<file path="src/core/asa_regs.vh">
// Register map, field positions, reset values and timing figures of the serial adapter
`ifndef ASA_REGS_VH
`define ASA_REGS_VH

// Register slots, selected by the two slot select pins
`define ASA_SLOT_DATA 2'h0
`define ASA_SLOT_STATUS 2'h1
`define ASA_SLOT_COMMAND 2'h2
`define ASA_SLOT_CONTROL 2'h3

// Reset values
`define ASA_COMMAND_RST 8'h00
`define ASA_CONTROL_RST 8'h00
`define ASA_SOFT_CMD_KEEP 8'hE0

// Control fields
`define ASA_CTL_BAUD_LSB 0
`define ASA_CTL_BAUD_MSB 3
`define ASA_CTL_RXSRC 4
`define ASA_CTL_WLEN_LSB 5
`define ASA_CTL_WLEN_MSB 6
`define ASA_CTL_STOP2 7

// Command fields
`define ASA_CMD_TERM_EN 0
`define ASA_CMD_RXIRQ_DIS 1
`define ASA_CMD_TXC_LSB 2
`define ASA_CMD_TXC_MSB 3
`define ASA_CMD_PAR_EN 5
`define ASA_CMD_PAR_LSB 6
`define ASA_CMD_PAR_MSB 7

// Transmit control codes
`define ASA_TXC_OFF 2'h0
`define ASA_TXC_IRQ 2'h1

// Parity modes
`define ASA_PAR_ODD 2'h0
`define ASA_PAR_EVEN 2'h1
`define ASA_PAR_MARK 2'h2
`define ASA_PAR_SPACE 2'h3

// Status fields
`define ASA_ST_PARITY 0
`define ASA_ST_FRAME 1
`define ASA_ST_OVERRUN 2
`define ASA_ST_RXFULL 3
`define ASA_ST_TXEMPTY 4
`define ASA_ST_CARRIER 5
`define ASA_ST_SETRDY 6
`define ASA_ST_IRQ 7

// Timing: reference frequency and oversampling
`define ASA_REF_KHZ 1843.2
`define ASA_OVERSAMPLE 5'h10
`define ASA_MID_START 4'h7
`define ASA_MID_BIT 4'hF

// Reference edges per 16x tick, index 15 first; index 0 runs at the raw reference rate
`define ASA_BAUD_DIV_TABLE {12'h006, 12'h00C, 12'h010, 12'h018, 12'h020, 12'h030, 12'h040, \
	12'h060, 12'h0C0, 12'h180, 12'h300, 12'h359, 12'h417, 12'h600, 12'h900, 12'h001}

`endif

</file>
<file path="src/core/asa_top.v">
// Asynchronous serial adapter: host register port, baud generator, transmitter, receiver
// Function
// - Low hardware clear input clears internal registers
// - Host transfers timed by host phase clock
// - Direction line high reads, low writes
// - Interrupt output open drain, pulled low
// - Data lines driven only on selected reads
// - Selected when high select high, low select low
// - Four slots: data, status/reset, command, control
// - Reset slot write ignores data, clears low command bits, overrun and interrupt
// - Baud rates derived from reference oscillator pin
// - Serial output sends NRZ data LSB first
// - Receiver clocked by baud generator or pin
// - Receive clock pin outputs internal 16x clock
// - Send request output follows command register
// - Transmitter starts a character only while send clear low
// - Terminal ready low when command bit 0 set
// - Control bits 0-3 choose baud divisor
// - Status reports errors, full, empty, lines, interrupt
// - Transmit bit 0 first, unused high bits ignored
// - Received word LSB aligned, parity stripped, zeros
// - Nine-bit character: eight data plus parity
// - External receive clock divided by 16
// - Parity odd, even, none, mark, space
// - Word lengths 5 to 8, plus parity
`include "asa_regs.vh"

module asa_top #(
	parameter [191:0] BAUD_DIV_TABLE = `ASA_BAUD_DIV_TABLE
) (
	// Clock and reset
	input wire clk,
	input wire rst,
	// Host bus
	input wire hw_clear_n,
	input wire phase_clk,
	input wire read_not_write,
	input wire select_high,
	input wire select_low_n,
	input wire slot_sel_lsb,
	input wire slot_sel_msb,
	input wire [7:0] host_data_bus_in,
	output reg [7:0] host_data_bus_out_q,
	output reg host_data_bus_oe_n_q,
	output reg irq_out_q,
	output reg irq_oe_n_q,
	// Reference oscillator
	input wire ref_osc_in,
	output reg ref_osc_out_q,
	// Serial lines
	output reg txd_q,
	input wire rxd,
	input wire rx_16x_clk_pin_in,
	output reg rx_16x_clk_pin_out_q,
	output reg rx_16x_clk_pin_oe_n_q,
	// Modem handshakes
	output reg send_req_n_q,
	output reg term_ready_n_q,
	input wire send_clear_n,
	input wire set_ready_n,
	input wire carrier_detect_n
);

	localparam NSYNC = 21;
	localparam [1:0] RX_IDLE = 2'h0;
	localparam [1:0] RX_START = 2'h1;
	localparam [1:0] RX_DATA = 2'h2;
	localparam [1:0] RX_STOP = 2'h3;

	reg [NSYNC-1:0] sync1_q;
	reg [NSYNC-1:0] sync2_q;
	reg phase_prev_q;
	reg ref_prev_q;
	reg rxc_prev_q;
	reg [7:0] command_q;
	reg [7:0] control_q;
	reg [7:0] rx_data_q;
	reg [7:0] tx_hold_q;
	reg parity_err_q;
	reg frame_err_q;
	reg overrun_q;
	reg rx_full_q;
	reg tx_empty_q;
	reg irq_q;
	reg carrier_prev_q;
	reg setrdy_prev_q;
	reg [11:0] baud_cnt_q;
	reg tick16_q;
	reg [11:0] tx_shift_q;
	reg [3:0] tx_bits_q;
	reg [3:0] tx_sub_q;
	reg tx_busy_q;
	reg [1:0] rx_state_q;
	reg [3:0] rx_sub_q;
	reg [3:0] rx_bits_q;
	reg [8:0] rx_shift_q;

	// Pin view after the synchroniser
	wire s_clear_n = sync2_q[0];
	wire s_phase = sync2_q[1];
	wire s_rw = sync2_q[2];
	wire s_sel_hi = sync2_q[3];
	wire s_sel_lo_n = sync2_q[4];
	wire [1:0] s_slot = sync2_q[6:5];
	wire [7:0] s_din = sync2_q[14:7];
	wire s_ref = sync2_q[15];
	wire s_rxd = sync2_q[16];
	wire s_rxc = sync2_q[17];
	wire s_clear_send_n = sync2_q[18];
	wire s_setrdy_n = sync2_q[19];
	wire s_carrier_n = sync2_q[20];

	// Bus decode; accesses take effect at the falling edge of the phase clock
	wire selected = s_sel_hi & ~s_sel_lo_n;
	wire access = phase_prev_q & ~s_phase & selected;
	wire wr = access & ~s_rw;
	wire rd = access & s_rw;
	wire hard_clear = rst | ~s_clear_n;

	// Frame format decode
	wire [1:0] wlen_code = control_q[`ASA_CTL_WLEN_MSB:`ASA_CTL_WLEN_LSB];
	wire [3:0] dlen = 4'h8 - {2'h0, wlen_code};
	wire [7:0] dmask = 8'hFF >> wlen_code;
	wire par_en = command_q[`ASA_CMD_PAR_EN];
	wire [1:0] par_mode = command_q[`ASA_CMD_PAR_MSB:`ASA_CMD_PAR_LSB];
	wire [3:0] stops = control_q[`ASA_CTL_STOP2] ? 4'h2 : 4'h1;
	wire [3:0] ndat = dlen + {3'h0, par_en};
	wire [1:0] txc = command_q[`ASA_CMD_TXC_MSB:`ASA_CMD_TXC_LSB];

	// Parity of a masked word for the selected mode
	function par_of;
		input [7:0] d;
		input [1:0] mode;
		begin
			case (mode)
				`ASA_PAR_ODD: par_of = ~^d;
				`ASA_PAR_EVEN: par_of = ^d;
				`ASA_PAR_MARK: par_of = 1'b1;
				default: par_of = 1'b0;
			endcase
		end
	endfunction

	// Transmit frame: start low, data LSB first, parity, stop bits, padded with mark
	wire [7:0] tx_word = tx_hold_q & dmask;
	wire tx_par = par_en & par_of(tx_word, par_mode);
	wire [11:0] tx_frame = (12'hFFF << (ndat + 4'h1)) | ({11'h000, tx_par} << (dlen + 4'h1))
		| {3'h0, tx_word, 1'b0};
	wire [3:0] tx_total = 4'h1 + ndat + stops;

	// Baud divisor for the selected rate
	wire [11:0] baud_div = BAUD_DIV_TABLE[control_q[`ASA_CTL_BAUD_MSB:`ASA_CTL_BAUD_LSB]*12 +: 12];
	wire ref_tick = s_ref & ~ref_prev_q;
	wire int_clk = control_q[`ASA_CTL_RXSRC];
	wire rx_tick = int_clk ? tick16_q : (s_rxc & ~rxc_prev_q);

	// Received word aligned to bit 0, parity taken from just above the data
	wire [8:0] rx_aligned = rx_shift_q >> (4'h9 - ndat);
	wire [7:0] rx_word = rx_aligned[7:0] & dmask;
	wire rx_par_bit = rx_aligned[dlen];
	wire rx_par_bad = par_en & (rx_par_bit != par_of(rx_word, par_mode));

	// Two-stage synchroniser for every pin input; stage one feeds stage two only
	always @(posedge clk) begin
		sync1_q <= {carrier_detect_n, set_ready_n, send_clear_n, rx_16x_clk_pin_in, rxd,
			ref_osc_in, host_data_bus_in, slot_sel_msb, slot_sel_lsb, select_low_n,
			select_high, read_not_write, phase_clk, hw_clear_n};
		sync2_q <= sync1_q;
	end

	// Edge history of the synchronised pins
	always @(posedge clk) begin
		if (rst) begin
			phase_prev_q <= 1'b0;
			ref_prev_q <= 1'b0;
			rxc_prev_q <= 1'b0;
		end else begin
			phase_prev_q <= s_phase;
			ref_prev_q <= s_ref;
			rxc_prev_q <= s_rxc;
		end
	end

	// Baud generator: counts reference edges, one 16x tick per divisor
	always @(posedge clk) begin
		if (hard_clear) begin
			baud_cnt_q <= 12'h000;
			tick16_q <= 1'b0;
		end else begin
			tick16_q <= 1'b0;
			if (ref_tick) begin
				if (baud_cnt_q >= baud_div - 12'h001) begin
					baud_cnt_q <= 12'h000;
					tick16_q <= 1'b1;
				end else begin
					baud_cnt_q <= baud_cnt_q + 12'h001;
				end
			end
		end
	end

	// Pin outputs: oscillator return, receive clock pin, handshakes
	always @(posedge clk) begin
		if (hard_clear) begin
			ref_osc_out_q <= 1'b1;
			rx_16x_clk_pin_out_q <= 1'b0;
			rx_16x_clk_pin_oe_n_q <= 1'b1;
			send_req_n_q <= 1'b1;
			term_ready_n_q <= 1'b1;
		end else begin
			ref_osc_out_q <= ~s_ref;
			// Square-ish wave: high for the first half of each divisor period;
			// a divisor of one has no count to split, so the synced reference goes out
			rx_16x_clk_pin_out_q <= (baud_div == 12'h001) ? s_ref
				: (baud_cnt_q < {1'b0, baud_div[11:1]});
			rx_16x_clk_pin_oe_n_q <= ~int_clk;
			send_req_n_q <= (txc == `ASA_TXC_OFF);
			term_ready_n_q <= ~command_q[`ASA_CMD_TERM_EN];
		end
	end

	// Host read data; driven only while a selected read phase is high
	always @(posedge clk) begin
		if (hard_clear) begin
			host_data_bus_out_q <= 8'h00;
			host_data_bus_oe_n_q <= 1'b1;
		end else begin
			host_data_bus_oe_n_q <= ~(s_phase & selected & s_rw);
			case (s_slot)
				`ASA_SLOT_DATA: host_data_bus_out_q <= rx_data_q;
				`ASA_SLOT_STATUS: host_data_bus_out_q <= {irq_q, s_setrdy_n, s_carrier_n,
					tx_empty_q, rx_full_q, overrun_q, frame_err_q, parity_err_q};
				`ASA_SLOT_COMMAND: host_data_bus_out_q <= command_q;
				default: host_data_bus_out_q <= control_q;
			endcase
		end
	end

	// Command and control registers; a reset-slot write clears the low command bits only
	always @(posedge clk) begin
		if (hard_clear) begin
			command_q <= `ASA_COMMAND_RST;
			control_q <= `ASA_CONTROL_RST;
		end else if (wr) begin
			case (s_slot)
				`ASA_SLOT_STATUS: command_q <= command_q & `ASA_SOFT_CMD_KEEP;
				`ASA_SLOT_COMMAND: command_q <= s_din;
				`ASA_SLOT_CONTROL: control_q <= s_din;
				default: command_q <= command_q;
			endcase
		end
	end

	// Transmitter; a new character starts only while send clear is low
	always @(posedge clk) begin
		if (hard_clear) begin
			tx_hold_q <= 8'h00;
			tx_empty_q <= 1'b1;
			tx_busy_q <= 1'b0;
			tx_shift_q <= 12'hFFF;
			tx_bits_q <= 4'h0;
			tx_sub_q <= 4'h0;
			txd_q <= 1'b1;
		end else begin
			if (tick16_q) begin
				if (tx_busy_q) begin
					tx_sub_q <= tx_sub_q + 4'h1;
					if (tx_sub_q == `ASA_MID_BIT) begin
						tx_shift_q <= {1'b1, tx_shift_q[11:1]};
						txd_q <= tx_shift_q[1];
						tx_bits_q <= tx_bits_q - 4'h1;
						if (tx_bits_q == 4'h1) begin
							tx_busy_q <= 1'b0;
							txd_q <= 1'b1;
						end
					end
				end else if (~tx_empty_q & ~s_clear_send_n) begin
					tx_shift_q <= tx_frame;
					txd_q <= 1'b0;
					tx_bits_q <= tx_total;
					tx_sub_q <= 4'h0;
					tx_busy_q <= 1'b1;
					tx_empty_q <= 1'b1;
				end
			end
			// A host write after the load in the same cycle still counts as new data
			if (wr && s_slot == `ASA_SLOT_DATA) begin
				tx_hold_q <= s_din;
				tx_empty_q <= 1'b0;
			end
		end
	end

	// Receiver sequencer on the selected 16x clock
	always @(posedge clk) begin
		if (hard_clear) begin
			rx_state_q <= RX_IDLE;
			rx_sub_q <= 4'h0;
			rx_bits_q <= 4'h0;
			rx_shift_q <= 9'h000;
		end else if (rx_tick) begin
			rx_sub_q <= rx_sub_q + 4'h1;
			case (rx_state_q)
				RX_IDLE: begin
					rx_sub_q <= 4'h0;
					if (~s_rxd) begin
						rx_state_q <= RX_START;
					end
				end
				RX_START: begin
					if (rx_sub_q == `ASA_MID_START) begin
						// A start that is gone by mid-bit was a glitch
						rx_state_q <= s_rxd ? RX_IDLE : RX_DATA;
						rx_sub_q <= 4'h0;
						rx_bits_q <= 4'h0;
					end
				end
				RX_DATA: begin
					if (rx_sub_q == `ASA_MID_BIT) begin
						rx_shift_q <= {s_rxd, rx_shift_q[8:1]};
						rx_bits_q <= rx_bits_q + 4'h1;
						if (rx_bits_q == ndat - 4'h1) begin
							rx_state_q <= RX_STOP;
						end
					end
				end
				default: begin
					if (rx_sub_q == `ASA_MID_BIT) begin
						rx_state_q <= RX_IDLE;
					end
				end
			endcase
		end
	end

	// Receive data, status flags and interrupt; every hardware set wins over a clear
	wire rx_done = rx_tick & (rx_state_q == RX_STOP) & (rx_sub_q == `ASA_MID_BIT);
	wire rd_data = rd & (s_slot == `ASA_SLOT_DATA);
	wire rd_status = rd & (s_slot == `ASA_SLOT_STATUS);
	wire soft_reset = wr & (s_slot == `ASA_SLOT_STATUS);
	wire line_change = (carrier_prev_q != s_carrier_n) | (setrdy_prev_q != s_setrdy_n);
	wire rx_irq = ~command_q[`ASA_CMD_RXIRQ_DIS] & (rx_done | line_change);
	wire tx_irq = (txc == `ASA_TXC_IRQ) & tx_empty_q & ~tx_busy_q & tick16_q;
	wire irq_d = (irq_q & ~rd_status & ~soft_reset) | rx_irq | tx_irq;

	always @(posedge clk) begin
		if (hard_clear) begin
			rx_data_q <= 8'h00;
			rx_full_q <= 1'b0;
			parity_err_q <= 1'b0;
			frame_err_q <= 1'b0;
			overrun_q <= 1'b0;
			irq_q <= 1'b0;
			irq_out_q <= 1'b0;
			irq_oe_n_q <= 1'b1;
			// Track the pins through a clear so that no false change follows it
			carrier_prev_q <= s_carrier_n;
			setrdy_prev_q <= s_setrdy_n;
		end else begin
			carrier_prev_q <= s_carrier_n;
			setrdy_prev_q <= s_setrdy_n;
			if (rd_data) begin
				rx_full_q <= 1'b0;
				parity_err_q <= 1'b0;
				frame_err_q <= 1'b0;
				overrun_q <= 1'b0;
			end
			if (soft_reset) begin
				overrun_q <= 1'b0;
			end
			if (rx_done) begin
				if (rx_full_q & ~rd_data) begin
					// Unread data is kept; the new character is lost
					overrun_q <= 1'b1;
				end else begin
					rx_data_q <= rx_word;
					rx_full_q <= 1'b1;
					parity_err_q <= rx_par_bad;
					frame_err_q <= ~s_rxd;
				end
			end
			irq_q <= irq_d;
			irq_out_q <= 1'b0;
			irq_oe_n_q <= ~irq_d;
		end
	end

endmodule // asa_top

</file>
<file path="config.mk">
export PLATFORM = sky130hd
export DESIGN_NAME = asa_top
export DESIGN_NICKNAME = d
export VERILOG_FILES = /design/src/core/asa_top.v
export VERILOG_INCLUDE_DIRS = /design/src /design/src/core
export SDC_FILE = /design/constraint.sdc
export NUM_CORES = 1
export LEC_CHECK = 0
export ABC_CLOCK_PERIOD_IN_PS = 5200
export BUFFER_PORTS_ARGS = -buffer_cell sky130_fd_sc_hd__buf_2
export CORE_MARGIN = 2
export CORE_UTILIZATION = 55
export CTS_CLUSTER_DIAMETER = 150
export DETAILED_ROUTE_END_ITERATION = 10
export PLACE_DENSITY = 0.7
export SLEW_MARGIN = 20
export SYNTH_ARGS = -nofsm -noshare
export SYNTH_HDL_FRONTEND = slang
export SYNTH_SLANG_ARGS = --single-unit
</file>
<file path="constraint.sdc">
create_clock -name clk -period 5.2 [get_ports clk]
set_input_delay 0.52 -clock clk [delete_from_list [all_inputs] [get_ports clk]]
set_output_delay 0.52 -clock clk [all_outputs]
set_load 0.01 [all_outputs]
</file>
# [After elaboration in Yosys (flattened, before gate mapping)]
# Cells that the tools add are included.
[totals] ff_bits=154 in_bits=23
[op_classes] add_sub_neg=13 multipliers=1 magnitude_cmp=3 eq_ne=24 shift=5 mux=56 bitwise_logic=55 n_reduce_logical=26
[op_table] cell="$shiftx 192x9->12 const A" count=1
[op_table] cell="$mux 12" count=4
[op_table] cell="$mux 4" count=8
[op_table] cell="$mux 1" count=29
[op_table] cell="$and 1x1->1" count=24
[op_table] cell="$pmux 8 s3" count=1
[op_table] cell="$not 1->1" count=22
[op_table] cell="$add 4x1->4 const B" count=4
[op_table] cell="$and 8x8->8" count=2
[op_table] cell="$pmux 4 s2" count=2
[op_table] cell="$pmux 8 s2" count=1
[op_table] cell="$reduce_xnor 8->1" count=2
[op_table] cell="$reduce_xor 8->1" count=2
[op_table] cell="$mux 2" count=7
[op_table] cell="$add 12x1->12 const B" count=1
[op_table] cell="$eq 12x1->1 const B" count=1
[op_table] cell="$ge 12x12->1" count=1
[op_table] cell="$lt 12x11->1" count=1
[op_table] cell="$or 12x12->12" count=1
[op_table] cell="$or 12x9->12" count=1
[op_table] cell="$reduce_and 3->1" count=4
[op_table] cell="$shl 1x4->12" count=1
[op_table] cell="$shl 12x4->12 const A" count=1
[op_table] cell="$sub 12x1->12 const B" count=1
[op_table] cell="other kinds (31)" count=61

# [Longest topological paths before layout]
[depth] word_depth=11 depth_mapped=19 mapped_depth_nobuf=18

# [Least setup slack after synthesis]
# OpenSTA, ideal clock, no wires.
[synth_timing] path_type="register -> register" from="reg control_q[1]" to="reg baud_cnt_q[10]" arrival_time_ns=3.620 slack_ns=1.512 stages_incl_launch_ff=17 cell_sequence="dfxtp_1 buf_2 inv_1 ha_1 mux4_2 or2_2 nor2_1 nand3_1 nor3b_1 xor2_1 ha_1 nor2b_1 o21ai_0 nand2b_1 a221oi_1 o21ai_1 nor2_1"
[synth_via] elab_chain_len=5
[synth_lines] item="start, declared" line_no="asa_top.v:76" text="reg [7:0] control_q;"
[synth_lines] item="start signal, assigned" line_no="asa_top.v:243" text="control_q <= `ASA_CONTROL_RST;"
[synth_lines] item="start signal, assigned" line_no="asa_top.v:248" text="`ASA_SLOT_CONTROL: control_q <= s_din;"
[synth_lines] item="$mul 4x2->6" line_no="asa_top.v:152" text="wire [11:0] baud_div = BAUD_DIV_TABLE[control_q[`ASA_CTL_BAUD_MSB:`ASA_CTL_BAUD_LSB]*12 +: 12];"
[synth_lines] item="$shiftx 192x9->12" line_no="asa_top.v:152"
[synth_lines] item="$sub 12x1->12" line_no="asa_top.v:192" text="if (baud_cnt_q >= baud_div - 12'h001) begin"
[synth_lines] item="$ge 12x12->1" line_no="asa_top.v:192"
[synth_lines] item="$mux 12" line_no="asa_top.v:192"
[synth_lines] item="end signal, assigned" line_no="asa_top.v:196" text="baud_cnt_q <= baud_cnt_q + 12'h001;"
[synth_lines] item="end, declared" line_no="asa_top.v:87" text="reg [11:0] baud_cnt_q;"
# Every way passes these cells.
# A chain may end at the register's enable or synchronous reset.

# [Worst setup path in the final report]
# Same ends and word-level chain as after synthesis.

==> report_table.html <==
<table>
<tr><th>Metric</th><th>Value</th></tr>
<tr><th colspan="2">STA</th></tr>
<tr><td>Fmax</td><td>230 MHz</td></tr>
<tr><td>Final worst clock skew</td><td>between 0.007 and 0.008 ns</td></tr>
<tr><td>Post-Route Hold Slack</td><td>0.185 ns</td></tr>
<tr><td>Least-Margin Pin Slew</td><td>0.826 ns</td></tr>
<tr><td>Setup TNS</td><td>0 ns</td></tr>
<tr><td>Final number of setup-violating endpoints</td><td>0</td></tr>
<tr><td>Max-slew violation count</td><td>0</td></tr>
<tr><td>Crit share post-route</td><td>83.6%</td></tr>
<tr><td>Number of failing hold endpoints at the final stage</td><td>0</td></tr>
<tr><td>Unrepaired setup endpoints after global routing</td><td>false</td></tr>
<tr><td>Setup ws final</td><td>roughly 0.85 ns</td></tr>
<tr><td>Post-route minimum period</td><td>4.35 ns</td></tr>
<tr><td>Worst max-slew margin expressed relative to the limit</td><td>44.5%</td></tr>
<tr><th colspan="2">Clock tree</th></tr>
<tr><td>Number of sinks on the clock net</td><td>153</td></tr>
<tr><td>Root buf cell</td><td>clkbuf_16</td></tr>
<tr><td>Post-CTS repair timing setup buffer count</td><td>0</td></tr>
<tr><td>Clock Tree Buf Depth</td><td>2</td></tr>
<tr><td>Clock latency on the worst-skew pair</td><td>about 0.43 ns</td></tr>
<tr><td>Maximum level of the CTS H-tree</td><td>4</td></tr>
<tr><td>Post-CTS Resized</td><td>0</td></tr>
<tr><td>TritonCTS Buffers</td><td>17</td></tr>
<tr><td>CTS hold repair buffers</td><td>0</td></tr>
<tr><td>CTS tree</td><td>done</td></tr>
<tr><td>Clock transition at path regs</td><td>0.07 ns</td></tr>
<tr><th colspan="2">Placement</th></tr>
<tr><td>Detailed-placement wirelength estimate</td><td>approximately 13 mm</td></tr>
<tr><td>Worst slack after detailed placement</td><td>roughly 0.88 ns</td></tr>
<tr><td>Inst Count DP</td><td>roughly 1.1k</td></tr>
<tr><td>Number of buffers inserted by port buffering</td><td>38</td></tr>
<tr><td>Global placement routability congestion</td><td>about 0.89</td></tr>
<tr><th colspan="2">Critical path</th></tr>
<tr><td>Cells along the critical path</td><td>inv_1, ha_1, mux4_2, or2_2, nor2_1, nand3_1, nor3b_1, xor2_1, ha_1, nor2b_1, o21ai_0, nand2b_1, a221oi_1, o21ai_1, nor2_1</td></tr>
<tr><td>Critical path buffer and inverter count</td><td>1</td></tr>
<tr><td>Slowest stage delay, CP</td><td>between 0.5 and 0.6 ns</td></tr>
<tr><td>Worst Setup Start Kind</td><td>flip-flop</td></tr>
<tr><td>Classification of the worst setup path</td><td>reg2reg</td></tr>
<tr><td>Crit path required time</td><td>5.56 ns</td></tr>
<tr><td>R2r startpoint</td><td>control_q[1]$_SDFFE_PP0P_</td></tr>
<tr><td>Biggest fanout along the worst timing path</td><td>11</td></tr>
<tr><td>Master of the slowest instance on the critical path</td><td>dfxtp_1</td></tr>
<tr><td>Worst endpoint data arrival time</td><td>4.71 ns</td></tr>
<tr><td>Worst setup path startpoint</td><td>control_q[1]$_SDFFE_PP0P_</td></tr>
<tr><td>Kind of capture point of the worst setup path</td><td>flip-flop</td></tr>
<tr><td>Largest delay share family, worst path</td><td>simple AND/OR/NAND/NOR gates</td></tr>
<tr><th colspan="2">GRT</th></tr>
<tr><td>Via count of the first global-routing pass</td><td>just over 6k</td></tr>
<tr><td>Global-route wire length before repair</td><td>29.7 mm</td></tr>
<tr><td>Global route total overflow</td><td>0</td></tr>
<tr><td>Antenna violations before repair</td><td>0</td></tr>
<tr><td>Largest net degree at the start of global routing</td><td>48</td></tr>
<tr><td>Global router's overall resource usage</td><td>25.3%</td></tr>
<tr><th colspan="2">Yosys</th></tr>
<tr><td>Share of synthesized area occupied by flip-flops and latches</td><td>40.2%</td></tr>
<tr><td>Proportion of register bits with asynchronous set or reset after synthesis</td><td>0%</td></tr>
<tr><td>Total standard cell area after synthesis</td><td>approximately 7600 sq um</td></tr>
<tr><td>FF+latch count, synth</td><td>153</td></tr>
<tr><td>Number of enable-type register cells in the synthesized netlist</td><td>0</td></tr>
<tr><td>Average footprint of a synthesized cell</td><td>8.55 sq um</td></tr>
<tr><td>Number of unique standard cell types used by synthesis</td><td>66</td></tr>
<tr><td>Synth warnings</td><td>0</td></tr>
<tr><td>Most used DFF post-synth</td><td>dfxtp_1</td></tr>
<tr><td>Net count after synthesis</td><td>968</td></tr>
<tr><td>Synthesized netlist cell count</td><td>891</td></tr>
<tr><th colspan="2">Detailed routing</th></tr>
<tr><td>Via count</td><td>6455</td></tr>
<tr><td>Antenna-violating nets left</td><td>0</td></tr>
<tr><td>Routed wire length per instance</td><td>approximately 17 microns</td></tr>
<tr><td>Number of vias per cell</td><td>5.88</td></tr>
<tr><td>Total Routed Length</td><td>roughly 18 mm</td></tr>
<tr><td>Number of design-rule violations left by the first detailed-router iteration</td><td>586</td></tr>
<tr><td>Detailed-routing iteration count for the pre-antenna-repair pass</td><td>7</td></tr>
<tr><td>Final routed DRC violation total</td><td>0</td></tr>
<tr><th colspan="2">Cells and area</th></tr>
<tr><td>Highest-count cells in the layout ignoring fill and taps</td><td>153 x dfxtp_1, 104 x nand2_1, 102 x nor2_1</td></tr>
<tr><td>Area growth, synth to finish</td><td>11.3%</td></tr>
<tr><td>Most common cell after layout, fill and taps aside</td><td>dfxtp_1</td></tr>
<tr><td>Post-Route Utilization</td><td>63.2%</td></tr>
<tr><td>Diode count</td><td>0</td></tr>
<tr><td>Layout Cells excl Fill</td><td>about 1.1k</td></tr>
<tr><td>Share of layout cells above drive strength 1</td><td>between 10% and 20%</td></tr>
<tr><td>Net total in the final layout</td><td>approximately 990</td></tr>
<tr><th colspan="2">Floorplan</th></tr>
<tr><td>Die outline width</td><td>122 microns</td></tr>
<tr><td>IO Count</td><td>40</td></tr>
<tr><td>Core region area</td><td>roughly 13000 sq um</td></tr>
<tr><td>Starting Density</td><td>56.8%</td></tr>
<tr><td>Die outline area</td><td>14800 sq um</td></tr>
<tr><td>Number of cell rows</td><td>42</td></tr>
<tr><td>Die Y-Extent</td><td>approximately 120 microns</td></tr>
<tr><th colspan="2">Power</th></tr>
<tr><td>IR drop worst, VDD</td><td>around 0.39 mV</td></tr>
<tr><td>Leakage power of the design</td><td>0.00322 uW</td></tr>
<tr><td>Power Dens Cells</td><td>~290 nW/um^2</td></tr>
<tr><th colspan="2">Min path</th></tr>
<tr><td>Hold Crit Start</td><td>phase_clk</td></tr>
<tr><td>Hold crit path type</td><td>in2reg</td></tr>
<tr><th colspan="2">Run</th></tr>
<tr><td>Number of violations of the max-capacitance limit</td><td>0</td></tr>
<tr><th colspan="2">Status</th></tr>
<tr><td>Result of the run</td><td>finished clean</td></tr>
</table>
-- where the power goes --
| part | leakage [uW] | internal, uW | switching [uW] |
|---|---|---|---|
| clock | 0.000282 | 678 | 538 |
| combinational | 0.00168 | 22.9 | 43.0 |
| sequential | 0.00125 | 1190 | 14.0 |
-- flip-flops by register name, summed over array words and instances (netlist names), 2 cells and up --
name                 flops
rx_bits_q                4
tx_shift_q              11
rx_sub_q                 4
tx_bits_q                4
tx_sub_q                 4
rx_data_q                8
baud_cnt_q              12
host_data_bus_out_q      8
rx_shift_q               9
rx_state_q               2
command_q                8
sync1_q                 21
tx_hold_q                8
control_q                8
sync2_q                 21
-- synth_stat cells (all sizes together), types with 10 or more instances --
| library cell | count | area share [%] |
|---|---|---|
| xnor2 | 34 | 3.9 |
| nand4 | 12 | 1.2 |
| clkbuf | 35 | 1.7 |
| nand2b | 13 | 1.2 |
| nor3 | 16 | 1.1 |
| inv | 35 | 1.7 |
| xor2 | 17 | 2.0 |
| nor2 | 102 | 5.0 |
| dfxtp | 153 | 40 |
| nand3 | 49 | 3.2 |
| nand2 | 104 | 5.1 |
| ha | 52 | 8.5 |
| nor2b | 12 | 0.99 |
| a21oi | 75 | 5.1 |
| mux2i | 24 | 3.2 |
| a222oi | 10 | 1.3 |
| o21ai | 36 | 2.4 |
-- worst paths after layout --
kind	endpoint	cells past startpoint	slack [ns]
setup reg to reg	baud_cnt_q[10]$_SDFFE_PP0P_	15	0.85
hold / removal	sync1_q[1]$_DFF_P_	1	0.18
setup / recovery	baud_cnt_q[10]$_SDFFE_PP0P_	15	0.85
hold reg to reg	sync2_q[2]$_DFF_P_	0	0.33
-- stage by stage --
| step | instance area [sq um] | power [uW] |
|---|---|---|
| after global routing | 8480 | 2560 |
| after detailed placement | 7890 | 1300 |
| after CTS | 8480 | 2500 |
| final | 8480 | 2490 |
| after global placement | 7890 | 1300 |
| after floorplan | 7620 | 1270 |
-- final cells by class --
class / instances / area, sq um
repair buffers: 43 / 228
fillers: 1169 / 4920
flip-flops and latches: 153 / 3060
clock buffers: 17 / 425
clock inverters: 14 / 158
multi-input cells: 659 / 4250
well taps: 176 / 220
inverters: 35 / 131
-- cell families (layout without fill, tap and decap cells) --
| logic type | count (synthesis) | after routing | share of synthesized area [%] |
|---|---|---|---|
| AOI/OAI and AO/OA | 173 | 173 | 14.1 |
| other | 1 | 1 | 0.0492 |
| buffers and inverters | 79 | 109 | 4.01 |
| xor gates and xnor gates | 51 | 51 | 5.86 |
| and+or+nand+nor | 346 | 346 | 21.4 |
| muxes | 32 | 32 | 5.08 |
| adders and majority gates | 56 | 56 | 9.33 |
| DFF | 153 | 153 | 40.2 |
-- per-layer routing --
layer | vias to the layer above | routed length (microns) | track usage (%)
li1 | 3144 | - | -
met2 | 228 | 8740 | 42.8
met3 | 31 | 1180 | 5.29
met1 | 3052 | 7960 | 31.8
met4 | 0 | 364 | 9.63
met5 | - | 0 | 0
Power figures use the tool's default switching activity.
